### src/adcvr_params.svh
// register indices, field positions and reset values of the voltage result bank
`ifndef ADCVR_PARAMS_SVH
`define ADCVR_PARAMS_SVH

`define ADCVR_IDX_CH1_CTL 6'h06
`define ADCVR_IDX_CH1_LO 6'h07
`define ADCVR_IDX_CH1_HI 6'h08
`define ADCVR_IDX_CH2_CTL 6'h09
`define ADCVR_IDX_CH2_LO 6'h0A
`define ADCVR_IDX_CH2_HI 6'h0B
`define ADCVR_IDX_CH3_CTL 6'h0C
`define ADCVR_IDX_CH3_LO 6'h0D
`define ADCVR_IDX_CH3_HI 6'h0E
`define ADCVR_IDX_CAL_LO 6'h14
`define ADCVR_IDX_CAL_HI 6'h15
`define ADCVR_IDX_CONFIG 6'h20
`define ADCVR_IDX_IRQ_STAT 6'h21
`define ADCVR_IDX_IRQ_MASK 6'h22

`define ADCVR_NUM_CH 3
`define ADCVR_RESULT_W 14

`define ADCVR_CTL_DONE_BIT 7
`define ADCVR_CTL_RSVD_BIT 6
`define ADCVR_CTL_IE_BIT 5
`define ADCVR_SEL_MSB 4
`define ADCVR_CFG_ON_BIT 0

`define ADCVR_SEL_RESET 5'h1F
`define ADCVR_SEL_LAST_INPUT 5'h0D
`define ADCVR_CFG_RESET 1'h0
`define ADCVR_MASK_RESET 3'h0

`endif

### src/adcvr_pkg.sv
// types shared by the voltage result bank
package adcvr_pkg;

    typedef logic [13:0] adcvr_result_t;

    typedef logic [7:0] adcvr_byte_t;

    typedef enum {
        ADCVR_R_NONE,
        ADCVR_R_CTL,
        ADCVR_R_LO,
        ADCVR_R_HI,
        ADCVR_R_CAL_LO,
        ADCVR_R_CAL_HI,
        ADCVR_R_CFG,
        ADCVR_R_STAT,
        ADCVR_R_MASK
    } adcvr_reg_e;

    typedef struct packed {
        logic [1:0] chan;
        adcvr_reg_e kind;
    } adcvr_sel_s;

endpackage : adcvr_pkg

### src/adcvr_chan_if.sv
// signals between the register bank and one voltage channel
interface adcvr_chan_if;
    logic converter_on;
    logic ctl_wr;
    adcvr_pkg::adcvr_byte_t wdata;
    logic conv_done;
    adcvr_pkg::adcvr_result_t conv_data;
    adcvr_pkg::adcvr_byte_t ctl_byte;
    adcvr_pkg::adcvr_result_t result;
    logic done_event;
    logic [3:0] input_index;
    logic input_enable;

    modport regs (
        output converter_on,
        output ctl_wr,
        output wdata,
        output conv_done,
        output conv_data,
        input ctl_byte,
        input result,
        input done_event,
        input input_index,
        input input_enable
    );

    modport chan (
        input converter_on,
        input ctl_wr,
        input wdata,
        input conv_done,
        input conv_data,
        output ctl_byte,
        output result,
        output done_event,
        output input_index,
        output input_enable
    );
endinterface : adcvr_chan_if

### src/adcvr_chan.sv
// one voltage channel: control/status byte, result buffer and selector decode
`include "adcvr_params.svh"

module adcvr_chan (
    input wire logic pclk,
    input wire logic presetn,
    adcvr_chan_if.chan bus
);
    logic done_q;
    logic done_d;
    logic rsvd_q;
    logic ie_q;
    logic [4:0] sel_q;
    adcvr_pkg::adcvr_result_t result_q;
    wire conv_take;
    wire clear_req;

    // conversions only land while the converter is on
    assign conv_take = bus.conv_done & bus.converter_on;
    assign clear_req = bus.ctl_wr & bus.wdata[`ADCVR_CTL_DONE_BIT];

    always_comb begin
        done_d = done_q;
        if (conv_take) begin
            done_d = 1'b1;
        end else if (!bus.converter_on || clear_req) begin
            done_d = 1'b0;
        end
    end

    always_ff @(posedge pclk or negedge presetn) begin
        if (!presetn) begin
            done_q <= 1'b0;
            rsvd_q <= 1'b0;
            ie_q <= 1'b0;
            sel_q <= `ADCVR_SEL_RESET;
        end else begin
            done_q <= done_d;
            if (bus.ctl_wr) begin
                rsvd_q <= bus.wdata[`ADCVR_CTL_RSVD_BIT];
                ie_q <= bus.wdata[`ADCVR_CTL_IE_BIT];
                sel_q <= bus.wdata[`ADCVR_SEL_MSB:0];
            end
        end
    end

    always_ff @(posedge pclk or negedge presetn) begin
        if (!presetn) begin
            result_q <= '0;
        end else if (conv_take) begin
            result_q <= bus.conv_data;
        end
    end

    assign bus.ctl_byte = {done_q, rsvd_q, ie_q, sel_q};
    assign bus.result = result_q;
    // enabled rising edge of the done flag
    assign bus.done_event = ie_q & conv_take & ~done_q;
    // codes above the last input, the all-ones code among them, disable the channel
    assign bus.input_enable = (sel_q <= `ADCVR_SEL_LAST_INPUT);
    assign bus.input_index = sel_q[3:0];
endmodule : adcvr_chan

### src/adcvr_regs.sv
// APB register bank for three voltage channels and the high-scale calibration buffer
`include "adcvr_params.svh"

module adcvr_regs (
    input wire logic pclk,
    input wire logic presetn,
    input wire logic psel,
    input wire logic penable,
    input wire logic pwrite,
    input wire logic [7:0] paddr,
    input wire logic [31:0] pwdata,
    output logic [31:0] prdata,
    output logic pready,
    output logic pslverr,
    output logic irq,
    output logic converter_on,
    input wire logic ch1_conv_done,
    input wire logic [13:0] ch1_conv_data,
    output logic [3:0] ch1_input_index,
    output logic ch1_input_enable,
    input wire logic ch2_conv_done,
    input wire logic [13:0] ch2_conv_data,
    output logic [3:0] ch2_input_index,
    output logic ch2_input_enable,
    input wire logic ch3_conv_done,
    input wire logic [13:0] ch3_conv_data,
    output logic [3:0] ch3_input_index,
    output logic ch3_input_enable,
    input wire logic cal_done,
    input wire logic [13:0] cal_data
);

    // index decode shared by the read and the write path
    function automatic adcvr_pkg::adcvr_sel_s decode_index(input logic [5:0] idx);
        adcvr_pkg::adcvr_sel_s s;
        s.chan = 2'h0;
        s.kind = adcvr_pkg::ADCVR_R_NONE;
        unique case (idx)
            `ADCVR_IDX_CH1_CTL: begin
                s.kind = adcvr_pkg::ADCVR_R_CTL;
            end
            `ADCVR_IDX_CH1_LO: begin
                s.kind = adcvr_pkg::ADCVR_R_LO;
            end
            `ADCVR_IDX_CH1_HI: begin
                s.kind = adcvr_pkg::ADCVR_R_HI;
            end
            `ADCVR_IDX_CH2_CTL: begin
                s.chan = 2'h1;
                s.kind = adcvr_pkg::ADCVR_R_CTL;
            end
            `ADCVR_IDX_CH2_LO: begin
                s.chan = 2'h1;
                s.kind = adcvr_pkg::ADCVR_R_LO;
            end
            `ADCVR_IDX_CH2_HI: begin
                s.chan = 2'h1;
                s.kind = adcvr_pkg::ADCVR_R_HI;
            end
            `ADCVR_IDX_CH3_CTL: begin
                s.chan = 2'h2;
                s.kind = adcvr_pkg::ADCVR_R_CTL;
            end
            `ADCVR_IDX_CH3_LO: begin
                s.chan = 2'h2;
                s.kind = adcvr_pkg::ADCVR_R_LO;
            end
            `ADCVR_IDX_CH3_HI: begin
                s.chan = 2'h2;
                s.kind = adcvr_pkg::ADCVR_R_HI;
            end
            `ADCVR_IDX_CAL_LO: begin
                s.kind = adcvr_pkg::ADCVR_R_CAL_LO;
            end
            `ADCVR_IDX_CAL_HI: begin
                s.kind = adcvr_pkg::ADCVR_R_CAL_HI;
            end
            `ADCVR_IDX_CONFIG: begin
                s.kind = adcvr_pkg::ADCVR_R_CFG;
            end
            `ADCVR_IDX_IRQ_STAT: begin
                s.kind = adcvr_pkg::ADCVR_R_STAT;
            end
            `ADCVR_IDX_IRQ_MASK: begin
                s.kind = adcvr_pkg::ADCVR_R_MASK;
            end
            default: begin
                s.kind = adcvr_pkg::ADCVR_R_NONE;
            end
        endcase
        return s;
    endfunction : decode_index

    // bus phases
    wire setup_phase;
    wire access_phase;
    wire wr_access;
    wire word_aligned;
    adcvr_pkg::adcvr_sel_s sel;
    wire mapped;

    assign setup_phase = psel & ~penable;
    assign access_phase = psel & penable;
    assign wr_access = access_phase & pwrite;
    assign word_aligned = (paddr[1:0] == 2'h0);
    assign sel = decode_index(paddr[7:2]);
    assign mapped = word_aligned & (sel.kind != adcvr_pkg::ADCVR_R_NONE);

    // write strobes
    wire wr_ctl_any;
    wire wr_cfg;
    wire wr_stat;
    wire wr_mask;

    assign wr_ctl_any = wr_access & word_aligned & (sel.kind == adcvr_pkg::ADCVR_R_CTL);
    assign wr_cfg = wr_access & word_aligned & (sel.kind == adcvr_pkg::ADCVR_R_CFG);
    assign wr_stat = wr_access & word_aligned & (sel.kind == adcvr_pkg::ADCVR_R_STAT);
    assign wr_mask = wr_access & word_aligned & (sel.kind == adcvr_pkg::ADCVR_R_MASK);

    // per-channel plumbing packed into vectors for the generate loop
    logic [`ADCVR_NUM_CH-1:0] conv_done_vec;
    adcvr_pkg::adcvr_result_t conv_data_arr [`ADCVR_NUM_CH];
    adcvr_pkg::adcvr_byte_t ctl_arr [`ADCVR_NUM_CH];
    adcvr_pkg::adcvr_result_t result_arr [`ADCVR_NUM_CH];
    logic [3:0] index_arr [`ADCVR_NUM_CH];
    logic [`ADCVR_NUM_CH-1:0] enable_vec;
    logic [`ADCVR_NUM_CH-1:0] event_vec;

    assign conv_done_vec = {ch3_conv_done, ch2_conv_done, ch1_conv_done};
    assign conv_data_arr[0] = ch1_conv_data;
    assign conv_data_arr[1] = ch2_conv_data;
    assign conv_data_arr[2] = ch3_conv_data;

    logic cfg_on_q;

    genvar gi;
    generate
        for (gi = 0; gi < `ADCVR_NUM_CH; gi++) begin : g_chan
            adcvr_chan_if u_if ();

            assign u_if.converter_on = cfg_on_q;
            assign u_if.ctl_wr = wr_ctl_any & (sel.chan == 2'(gi));
            assign u_if.wdata = pwdata[7:0];
            assign u_if.conv_done = conv_done_vec[gi];
            assign u_if.conv_data = conv_data_arr[gi];
            assign ctl_arr[gi] = u_if.ctl_byte;
            assign result_arr[gi] = u_if.result;
            assign index_arr[gi] = u_if.input_index;
            assign enable_vec[gi] = u_if.input_enable;
            assign event_vec[gi] = u_if.done_event;

            adcvr_chan u_chan (
                .pclk(pclk),
                .presetn(presetn),
                .bus(u_if.chan)
            );
        end
    endgenerate

    // converter enable; switching it off clears every done flag inside the channels
    always_ff @(posedge pclk or negedge presetn) begin
        if (!presetn) begin
            cfg_on_q <= `ADCVR_CFG_RESET;
        end else if (wr_cfg) begin
            cfg_on_q <= pwdata[`ADCVR_CFG_ON_BIT];
        end
    end

    // calibration buffer, loaded only when the converter is on
    adcvr_pkg::adcvr_result_t cal_q;

    always_ff @(posedge pclk or negedge presetn) begin
        if (!presetn) begin
            cal_q <= '0;
        end else if (cal_done & cfg_on_q) begin
            cal_q <= cal_data;
        end
    end

    // sticky interrupt status, write one to clear, a new event wins over the clear
    logic [`ADCVR_NUM_CH-1:0] stat_q;
    logic [`ADCVR_NUM_CH-1:0] stat_d;
    logic [`ADCVR_NUM_CH-1:0] mask_q;
    wire [`ADCVR_NUM_CH-1:0] stat_clr;

    assign stat_clr = wr_stat ? pwdata[`ADCVR_NUM_CH-1:0] : '0;
    assign stat_d = (stat_q & ~stat_clr) | event_vec;

    always_ff @(posedge pclk or negedge presetn) begin
        if (!presetn) begin
            stat_q <= '0;
            mask_q <= `ADCVR_MASK_RESET;
        end else begin
            stat_q <= stat_d;
            if (wr_mask) begin
                mask_q <= pwdata[`ADCVR_NUM_CH-1:0];
            end
        end
    end

    assign irq = |(stat_q & mask_q);

    // read selection; nothing here changes state, so reads have no side effect
    adcvr_pkg::adcvr_byte_t rd_byte;
    adcvr_pkg::adcvr_result_t rd_result;

    assign rd_result = result_arr[sel.chan];

    always_comb begin
        rd_byte = 8'h00;
        unique case (sel.kind)
            adcvr_pkg::ADCVR_R_CTL: begin
                rd_byte = ctl_arr[sel.chan];
            end
            adcvr_pkg::ADCVR_R_LO: begin
                rd_byte = rd_result[7:0];
            end
            adcvr_pkg::ADCVR_R_HI: begin
                rd_byte = {2'h0, rd_result[13:8]};
            end
            adcvr_pkg::ADCVR_R_CAL_LO: begin
                rd_byte = cal_q[7:0];
            end
            adcvr_pkg::ADCVR_R_CAL_HI: begin
                rd_byte = {2'h0, cal_q[13:8]};
            end
            adcvr_pkg::ADCVR_R_CFG: begin
                rd_byte = {7'h00, cfg_on_q};
            end
            adcvr_pkg::ADCVR_R_STAT: begin
                rd_byte = {5'h00, stat_q};
            end
            adcvr_pkg::ADCVR_R_MASK: begin
                rd_byte = {5'h00, mask_q};
            end
            adcvr_pkg::ADCVR_R_NONE: begin
                rd_byte = 8'h00;
            end
        endcase
    end

    // read data and error are captured in the setup cycle and held for the access cycle
    logic [31:0] prdata_q;
    logic pslverr_q;

    always_ff @(posedge pclk or negedge presetn) begin
        if (!presetn) begin
            prdata_q <= 32'h0000_0000;
            pslverr_q <= 1'b0;
        end else if (setup_phase) begin
            prdata_q <= (pwrite | ~mapped) ? 32'h0000_0000 : {24'h00_0000, rd_byte};
            pslverr_q <= ~mapped;
        end
    end

    assign prdata = prdata_q;
    assign pready = 1'b1;
    assign pslverr = pslverr_q & access_phase;

    assign converter_on = cfg_on_q;
    assign ch1_input_index = index_arr[0];
    assign ch2_input_index = index_arr[1];
    assign ch3_input_index = index_arr[2];
    assign ch1_input_enable = enable_vec[0];
    assign ch2_input_enable = enable_vec[1];
    assign ch3_input_enable = enable_vec[2];

endmodule : adcvr_regs

### config.mk
export PLATFORM = sky130hd
export DESIGN_NAME = adcvr_regs
export DESIGN_NICKNAME = d
export VERILOG_FILES = /design/src/adcvr_pkg.sv /design/src/adcvr_chan_if.sv /design/src/adcvr_chan.sv /design/src/adcvr_regs.sv
export VERILOG_INCLUDE_DIRS = /design/src
export SDC_FILE = /design/constraint.sdc
export NUM_CORES = 1
export LEC_CHECK = 0
export ABC_CLOCK_PERIOD_IN_PS = 2000
export BUFFER_PORTS_ARGS = -buffer_cell sky130_fd_sc_hd__buf_2
export CORE_AREA = 2 2 126 103
export CTS_BUF_LIST = sky130_fd_sc_hd__clkbuf_4 sky130_fd_sc_hd__clkbuf_8
export CTS_CLUSTER_DIAMETER = 100
export DETAILED_ROUTE_END_ITERATION = 10
export DIE_AREA = 0 0 128 105
export PLACE_DENSITY = 0.76
export SYNTH_ARGS = -nofsm -noshare
export SYNTH_HDL_FRONTEND = slang
export SYNTH_HIERARCHICAL = 1
export SYNTH_SLANG_ARGS = --single-unit
### constraint.sdc
create_clock -name pclk -period 2 [get_ports pclk]
set_input_delay 0.2 -clock pclk [delete_from_list [all_inputs] [get_ports pclk]]
set_output_delay 0.2 -clock pclk [all_outputs]
set_load 0.1 [all_outputs]
==> metrics.md, run 1 <==
| Metric | Value |
|---|---|
| Status | finished clean |
| DR pass1 iterations | 5 |
| Dpl cell area | 6187 um2 |
| Vias in the first global route | 4,367 |
| Worst slew pin tran | 765.8 ps |
| F_max | 0.5535 GHz |
| Io pins | 156 |
| Diode count | 0 |
| # port buffers | 106 |
| Period utilization | 90.33% |
| H-tree Lvls | 3 |
| Die Area | 13,440 um2 |
| EDFF count, synth | 0 |
| Final wirelength | 14.70 mm |
| Slew HR | 48.95% |
| CTS clk-pin slew, worst paths | 100 ps |
| Avg Inst Size Synth | 11.47 um2 |
| DP HPWL | 11.30 mm |
| Leak Pwr | 3.183 nW |
| Starting density of the core | 44.57% |
| Final global-route overflow total | 0 |
| Horiz. Die Dim | 128 um |
| Final net count | 695 |
| Worst skew pair latency | 390 ps |
| RD Place Congestion | 0.9581 |
| Hold_buf cts | 1 |
| CP Capture Type | primary output |
| Mapped Cells | 469 |
| CTS Buf Count | 9 |
| DRC Markers | 0 |
| Fin. Hold Viols | 0 |
| Final Setup Violations | 0 |
| # resized after CTS | 0 |
| Cell internal pwr | 0.003030 W |
| Hold Crit Class | primary input to flop |
| Logic pwr share | 20.1% |
| Setup TNS | 0 ps |
| Clock network fraction of design power | 30.7% |
| Post-synthesis sequential area ratio | 45.00% |
| Core ar. | 12,070 um2 |
| Async SR Flop Fraction | 100.0% |
| Maximum VDD drop | 474.1 uV |
| RSZ-0062 raised after global routing | false |
| CP max FO | 3 |
| Worst EP required | 1800 ps |
| Setup Fix Bufs, Post-CTS | 0 |
| Fin area | 6412 um2 |
| CP Launch Type | flop |
| Max Clock Skew | 17.08 ps |
| Seq pwr share | 49.1% |
| Min Hold Slack | 27.58 ps |
| Yosys cell types | 56 |
| Sw Pwr | 0.001409 W |
| Routed len/inst | 19.67 um |
| DRT iter0 DRCs | 442 |
| Final setup margin | 193.4 ps |
| Ys Warns | 6 |
| Via Count | 4,230 |
| Final Util | 53.12% |
| Area Growth Syn to Fin | 19.19% |
| Top FF cell, synth | dfrtp_1 |
| Largest net degree at the start of global routing | 60 |
| Global-route wire length before repair | 23.20 mm |
| Critical path class | flop to primary output |
| Antenna viol nets, final | 0 |
| Clock sink count | 96 |
| Initial antenna violation count | 0 |
| Max-cap viol count | 0 |
| Vias per cell | 5.663 |
| Final critical-path required period | 1807 ps |
| Row count | 36 |
| CTS tree | done |
| Die Ht | 105 um |
| CP arrival | 1610 ps |
| Clock Tree Root | clkbuf_8 |
| Mapped Area | 5380 um2 |
| Synth Register Bits | 96 |
| Power density over the cells | 692.2 nW/um2 |
| Net Sw Frac | 31.74% |
| Fin. max-slew vios | 0 |
| Fraction of layout instances using a drive strength above 1 | 49.24% |
| Setup WS pre-CTS | -96.41 ps |
| Clock tree buffer depth | 2 |
| Total GRT Usage | 22.51% |
## worst max-delay path: stages (launching register included)
cell	delay [ps]
dfrtp_1	410
a222oi_1	430
inv_1	90
buf_2	300
## cell usage after synthesis (all sizes together) (2+ instances only)
master	count	area, um2
a2111oi	4	35.03
a211oi	4	30.03
a21boi	5	37.54
a21o	6	45.04
a21oi	11	55.05
a221oi	5	43.79
a22o	3	26.28
a22oi	5	42.54
a2bb2oi	5	43.79
a31oi	8	50.05
a32oi	10	87.58
and2	6	37.54
and3	9	56.30
and4bb	2	25.02
buf	63	450.4
clkbuf	9	33.78
conb	2	7.510
dfrtp	81	2027
dfstp	15	394.1
inv	6	22.52
mux2	81	1013
nand2	28	112.6
nand2b	3	18.77
nand3	20	100.1
nor2	11	57.56
nor2b	7	43.79
nor3	3	20.02
nor3b	4	30.03
nor4b	3	45.04
o2111ai	2	17.52
o211ai	6	45.04
o21a	3	22.52
o21ai	15	75.07
o221a	2	22.52
o221ai	4	35.03
o2bb2a	3	42.54
o31ai	3	22.52
or2	2	12.51
xor2	2	17.52
## per-layer routing
layer / wire, um / vias to the layer above / part of all wire [%] / GRT usage (%)
met5: 0 / - / 0 / 0
met4: 463 / 0 / 3.2 / 8.948
met3: 1141 / 39 / 7.8 / 7.578
met2: 6484 / 200 / 44 / 33.31
met1: 6605 / 2086 / 45 / 30.33
li1: - / 1905 / - / -
## registers in the layout, indices dropped and copies added, names as in the netlist
name and count:
mask_q 3, cal_q 14, g_chan.u_chan/ie_q 3, prdata 8, g_chan.u_chan/sel_q 15, g_chan.u_chan/done_q 3, pslverr_q 1, stat_q 3
converter_on 1, g_chan.u_chan/rsvd_q 3, g_chan.u_chan/bus.result 42
## cell usage in the layout, fill, tap and decap left out, drive strengths merged, types with 7 or more instances in the layout
cell type,instances
buf,158
dfrtp,81
mux2,81
nand2,28
conb,25
nand3,20
o21ai,15
dfstp,15
a21oi,11
nor2,11
clkbuf,10
a32oi,10
and3,9
a31oi,8
nor2b,7
inv,7
## cell families (layout without fill, tap and decap cells)
family | count (synthesis) | in the layout | share of synthesized area, %
simple gates | 103 | 103 | 11.26
mux | 82 | 82 | 19.02
flops | 96 | 96 | 45.00
other cells | 2 | 25 | 0.1396
buf+inv | 78 | 181 | 9.418
compound gates | 105 | 105 | 14.67
xor+xnor | 3 | 3 | 0.4885
## stage by stage
stage | power (W) | cells
after floorplan | 0.002841 | 492
after global placement | 0.003074 | 730
after detailed placement | 0.003100 | 730
after CTS | 0.004469 | 747
after global routing | 0.004628 | 747
final | 0.004439 | 747
## path summary, 6_finish.rpt
check	startpoint	end	slack [ps]	cells after the start
worst max-delay path	stat_q[2]	irq	190	3
worst min-delay path	pwdata[7]	g_chan[2].u_chan/done_q	30	2
worst max register to register	g_chan[2].u_chan/bus.result[3]	prdata[3]	450	5
worst min register to register	pslverr_q	pslverr_q	490	1
max in group asynchronous	presetn	cal_q[3]	920	3
min in group asynchronous	presetn	g_chan[2].u_chan/bus.result[2]	420	2
## cell type report
| cell class | instances | area [um2] |
|---|---|---|
| Multi-Input combinational cell | 318 | 2566 |
| Clock inverter | 6 | 77.57 |
| Tap cell | 152 | 190.2 |
| Sequential cell | 96 | 2422 |
| Fill cell | 1028 | 5659 |
| Inverter | 6 | 22.52 |
| Timing Repair Buffer | 159 | 996.0 |
| Clock buffer | 10 | 137.6 |
## power by group through the flow
stage	Combinational, W	Clock, W	Sequential (W)
final	0.000894	0.00136	0.00218
after detailed placement	0.000887	0	0.00221
after floorplan	0.000665	0	0.00218
after CTS	0.000892	0.00140	0.00218
after global placement	0.000865	0	0.00221
after global routing	0.000949	0.00148	0.00220
No activity file was read; power rests on OpenSTA's default activity.
==> inputs of run 2 (changes only) <==
--- a/config.mk
+++ b/config.mk
@@ -8,12 +8,15 @@
 export LEC_CHECK = 0
 export ABC_CLOCK_PERIOD_IN_PS = 2000
 export BUFFER_PORTS_ARGS = -buffer_cell sky130_fd_sc_hd__buf_2
-export CORE_AREA = 2 2 126 103
-export CTS_BUF_LIST = sky130_fd_sc_hd__clkbuf_4 sky130_fd_sc_hd__clkbuf_8
+export CELL_PAD_IN_SITES_DETAIL_PLACEMENT = 0
+export CELL_PAD_IN_SITES_GLOBAL_PLACEMENT = 1
+export CORE_AREA = 2 2 132 108
+export CTS_BUF_LIST = sky130_fd_sc_hd__clkbuf_16
 export CTS_CLUSTER_DIAMETER = 100
 export DETAILED_ROUTE_END_ITERATION = 10
-export DIE_AREA = 0 0 128 105
-export PLACE_DENSITY = 0.76
+export DIE_AREA = 0 0 134 110
+export PLACE_DENSITY = 0.86
+export SETUP_SLACK_MARGIN = 0.2
 export SYNTH_ARGS = -nofsm -noshare
 export SYNTH_HDL_FRONTEND = slang
 export SYNTH_HIERARCHICAL = 1
==> run 2 against run 1 <==
Clock skew is 11 ps lower; flip-flop and latch count stayed put; first-iteration DRC count is 38% lower; critical endpoint is now prdata[2]; utilization is 4.3 points lower; fmax is 2.1% higher; non-clock buffer count is 9 lower; hold slack better by 53 ps; global-route usage is 1.6 points lower; routed wire length is 1.7% higher; final cell count is 2.5% higher; sequential share of layout area is 0.67 points lower; largest cell class unchanged; sequential power hardly changed.
==> metrics.md, run 2 (synthesis gave the netlist of run 1 again) <==
| Metric | Value |
|---|---|
| Status | finished clean |
| Final net count | 686 (-1.3%) |
| Fraction of layout instances using a drive strength above 1 | 49.49% (+0.24 points) |
| DRC Markers | 0 (unchanged) |
| Row count | 38 (+5.6%) |
| Setup TNS | 0 ps (unchanged) |
| R2r setup slk | 400 ps (-50 ps) |
| Diode count | 0 (unchanged) |
| F_max | 0.5650 GHz (+2.1%) |
| Dpl cell area | 6243 um2 (+0.91%) |
| Clock sink count | 96 (unchanged) |
| Worst EP required | 2270 ps (+470 ps) |
| Most frequent cells in the layout | buf_2 (105), dfrtp_1 (80), mux2_4 (48) |
| Final Setup Violations | 0 (unchanged) |
| Final global-route overflow total | 0 (unchanged) |
| Period utilization | 88.50% (-1.8 points) |
| CP Capture Type | flop |
| Final critical-path required period | 1770 ps (-36.52 ps) |
| Largest net degree at the start of global routing | 42 (-30%) |
| Fin. Hold Viols | 0 (unchanged) |
| Clock Tree Root | clkbuf_16 |
| H-tree Lvls | 3 (unchanged) |
| DR pass1 iterations | 4 (-1) |
| CP Launch Type | primary input |
| Cell internal pwr | 0.003244 W (+7.1%) |
| Logic pwr share | 19.3% (-0.8 points) |
| Total GRT Usage | 20.89% (-1.6 points) |
| Initial antenna violation count | 0 (unchanged) |
| Final wirelength | 14.94 mm (+1.7%) |
| Power density over the cells | 714.6 nW/um2 (+3.2%) |
| Maximum VDD drop | 455.1 uV (-4.0%) |
| Via Count | 4,139 (-2.2%) |
| CP max FO | 9 (+6) |
| CTS clk-pin slew, worst paths | 70 ps (-30 ps) |
| Io pins | 156 (unchanged) |
| Clock network fraction of design power | 34.0% (+3.3 points) |
| CP arrival | 2040 ps (+430 ps) |
| Global-route wire length before repair | 23.23 mm (+0.12%) |
| DRT iter0 DRCs | 275 (-38%) |
| Max-cap viol count | 0 (unchanged) |
| Worst slew pin tran | 600.2 ps (-165.6 ps) |
| Vias per cell | 5.403 (-4.6%) |
| Critical path class | primary input to flop |
| Sw Pwr | 0.001421 W (+0.85%) |
| Vias in the first global route | 4,189 (-4.1%) |
| Leak Pwr | 3.203 nW (+0.62%) |
| Net Sw Frac | 30.46% (-1.3 points) |
| Hold Crit Class | primary input to flop |
| Max FFs per register | 42 (unchanged) |
| Antenna viol nets, final | 0 (unchanged) |
| Seq pwr share | 46.7% (-2.4 points) |
| DP HPWL | 11.50 mm (+1.8%) |
| # port buffers | 106 (unchanged) |
| Core ar. | 13,360 um2 (+11%) |
| Commonest non-fill, non-tap cell in the layout | buf_2 |
| Final Util | 48.86% (-4.3 points) |
| Starting density of the core | 40.27% (-4.3 points) |
| Horiz. Die Dim | 134 um (+4.7%) |
| Slew HR | 59.89% (+11 points) |
| Routed len/inst | 19.51 um (-0.85%) |
| CTS tree | done |
| Max Clock Skew | 6.321 ps (-10.75 ps) |
| Power Total | 0.004665 W (+5.1%) |
| Die Ht | 110 um (+4.8%) |
| Worst skew pair latency | 350 ps (-40 ps) |
| Clock tree buffer depth | 2 (unchanged) |
| Die Area | 14,740 um2 (+9.7%) |
| Fin area | 6528 um2 (+1.8%) |
| RD Place Congestion | 0.8824 (-7.9%) |
| CTS Buf Count | 9 (unchanged) |
| Min Hold Slack | 80.11 ps (+52.53 ps) |
| Fin. max-slew vios | 0 (unchanged) |
| Area Growth Syn to Fin | 21.33% |
| RSZ-0062 raised after global routing | false |
-- run 2: changes by cell type in the layout (fill, tap and decap cells not counted), sizes merged --
cell      delta
inv          +1
clkinvlp     +1
clkbuf       -1
buf          -9
bufinv       -1
-- run 2: path summary, 6_finish.rpt --
path | startpoint | end | cells past startpoint
max in group asynchronous | presetn | g_chan[1].u_chan/sel_q[1] | 3
hold / removal | ch3_conv_data[1] | g_chan[2].u_chan/bus.result[1] | 2
min in group asynchronous | presetn | g_chan[1].u_chan/bus.result[9] | 2
setup reg to reg | converter_on | stat_q[2] | 3
setup / recovery | paddr[6] | prdata[2] | 8
hold reg to reg | pslverr_q | pslverr_q | 1
-- run 2: power groups by stage --
| stage | combinational [W] | clock (W) | sequential, W |
|---|---|---|---|
| final | 0.000900 | 0.00159 | 0.00218 |
| after detailed placement | 0.000896 | 0 | 0.00221 |
| after CTS | 0.000900 | 0.00161 | 0.00218 |
| after global routing | 0.000958 | 0.00170 | 0.00219 |
| after floorplan | 0.000693 | 0 | 0.00218 |
| after global placement | 0.000878 | 0 | 0.00221 |
-- run 2: what timing repair did --
action / 4_1_cts / 5_1_grt
endpoints found under the hold margin: 30 / 0
setup endpoints to repair: 0 / 2
hold buffers: 1 / 0
setup buffers: 0 / 0
resized for setup: 0 / 3
-- run 2: metal layers --
| layer | routed length (um) | vias to the layer above | global-route usage [%] |
|---|---|---|---|
| met4 | 206 | 0 | 4.863 |
| met1 | 6991 | 2074 | 29.81 |
| met5 | 0 | - | 0 |
| met3 | 1251 | 17 | 5.578 |
| li1 | - | 1879 | - |
| met2 | 6491 | 169 | 31.83 |
-- run 2: through the flow --
stage               instances  setup slack [ps]
finish                    766             230.0
global route              766             214.5
CTS                       766             242.2
detailed placement        749            -99.25
global placement          749            -65.73
floorplan                 492             139.3
-- run 2: cell type report --
cell class                      instances  area [um2]
Sequential cell                        96        2422
Inverter                                6       22.52
Clock inverter                          7       41.29
Timing Repair Buffer                  150       890.9
Clock buffer                            9       225.2
Fill cell                            1224        6833
Multi-Input combinational cell        318        2700
Tap cell                              180       225.2
-- run 2: critical path, stage by stage --
cell,delay [ps]
buf_2,160
or4b_1,590
buf_4,220
nor2_8,110
buf_4,140
a22oi_1,80
a21oi_1,310
a2bb2oi_1,210
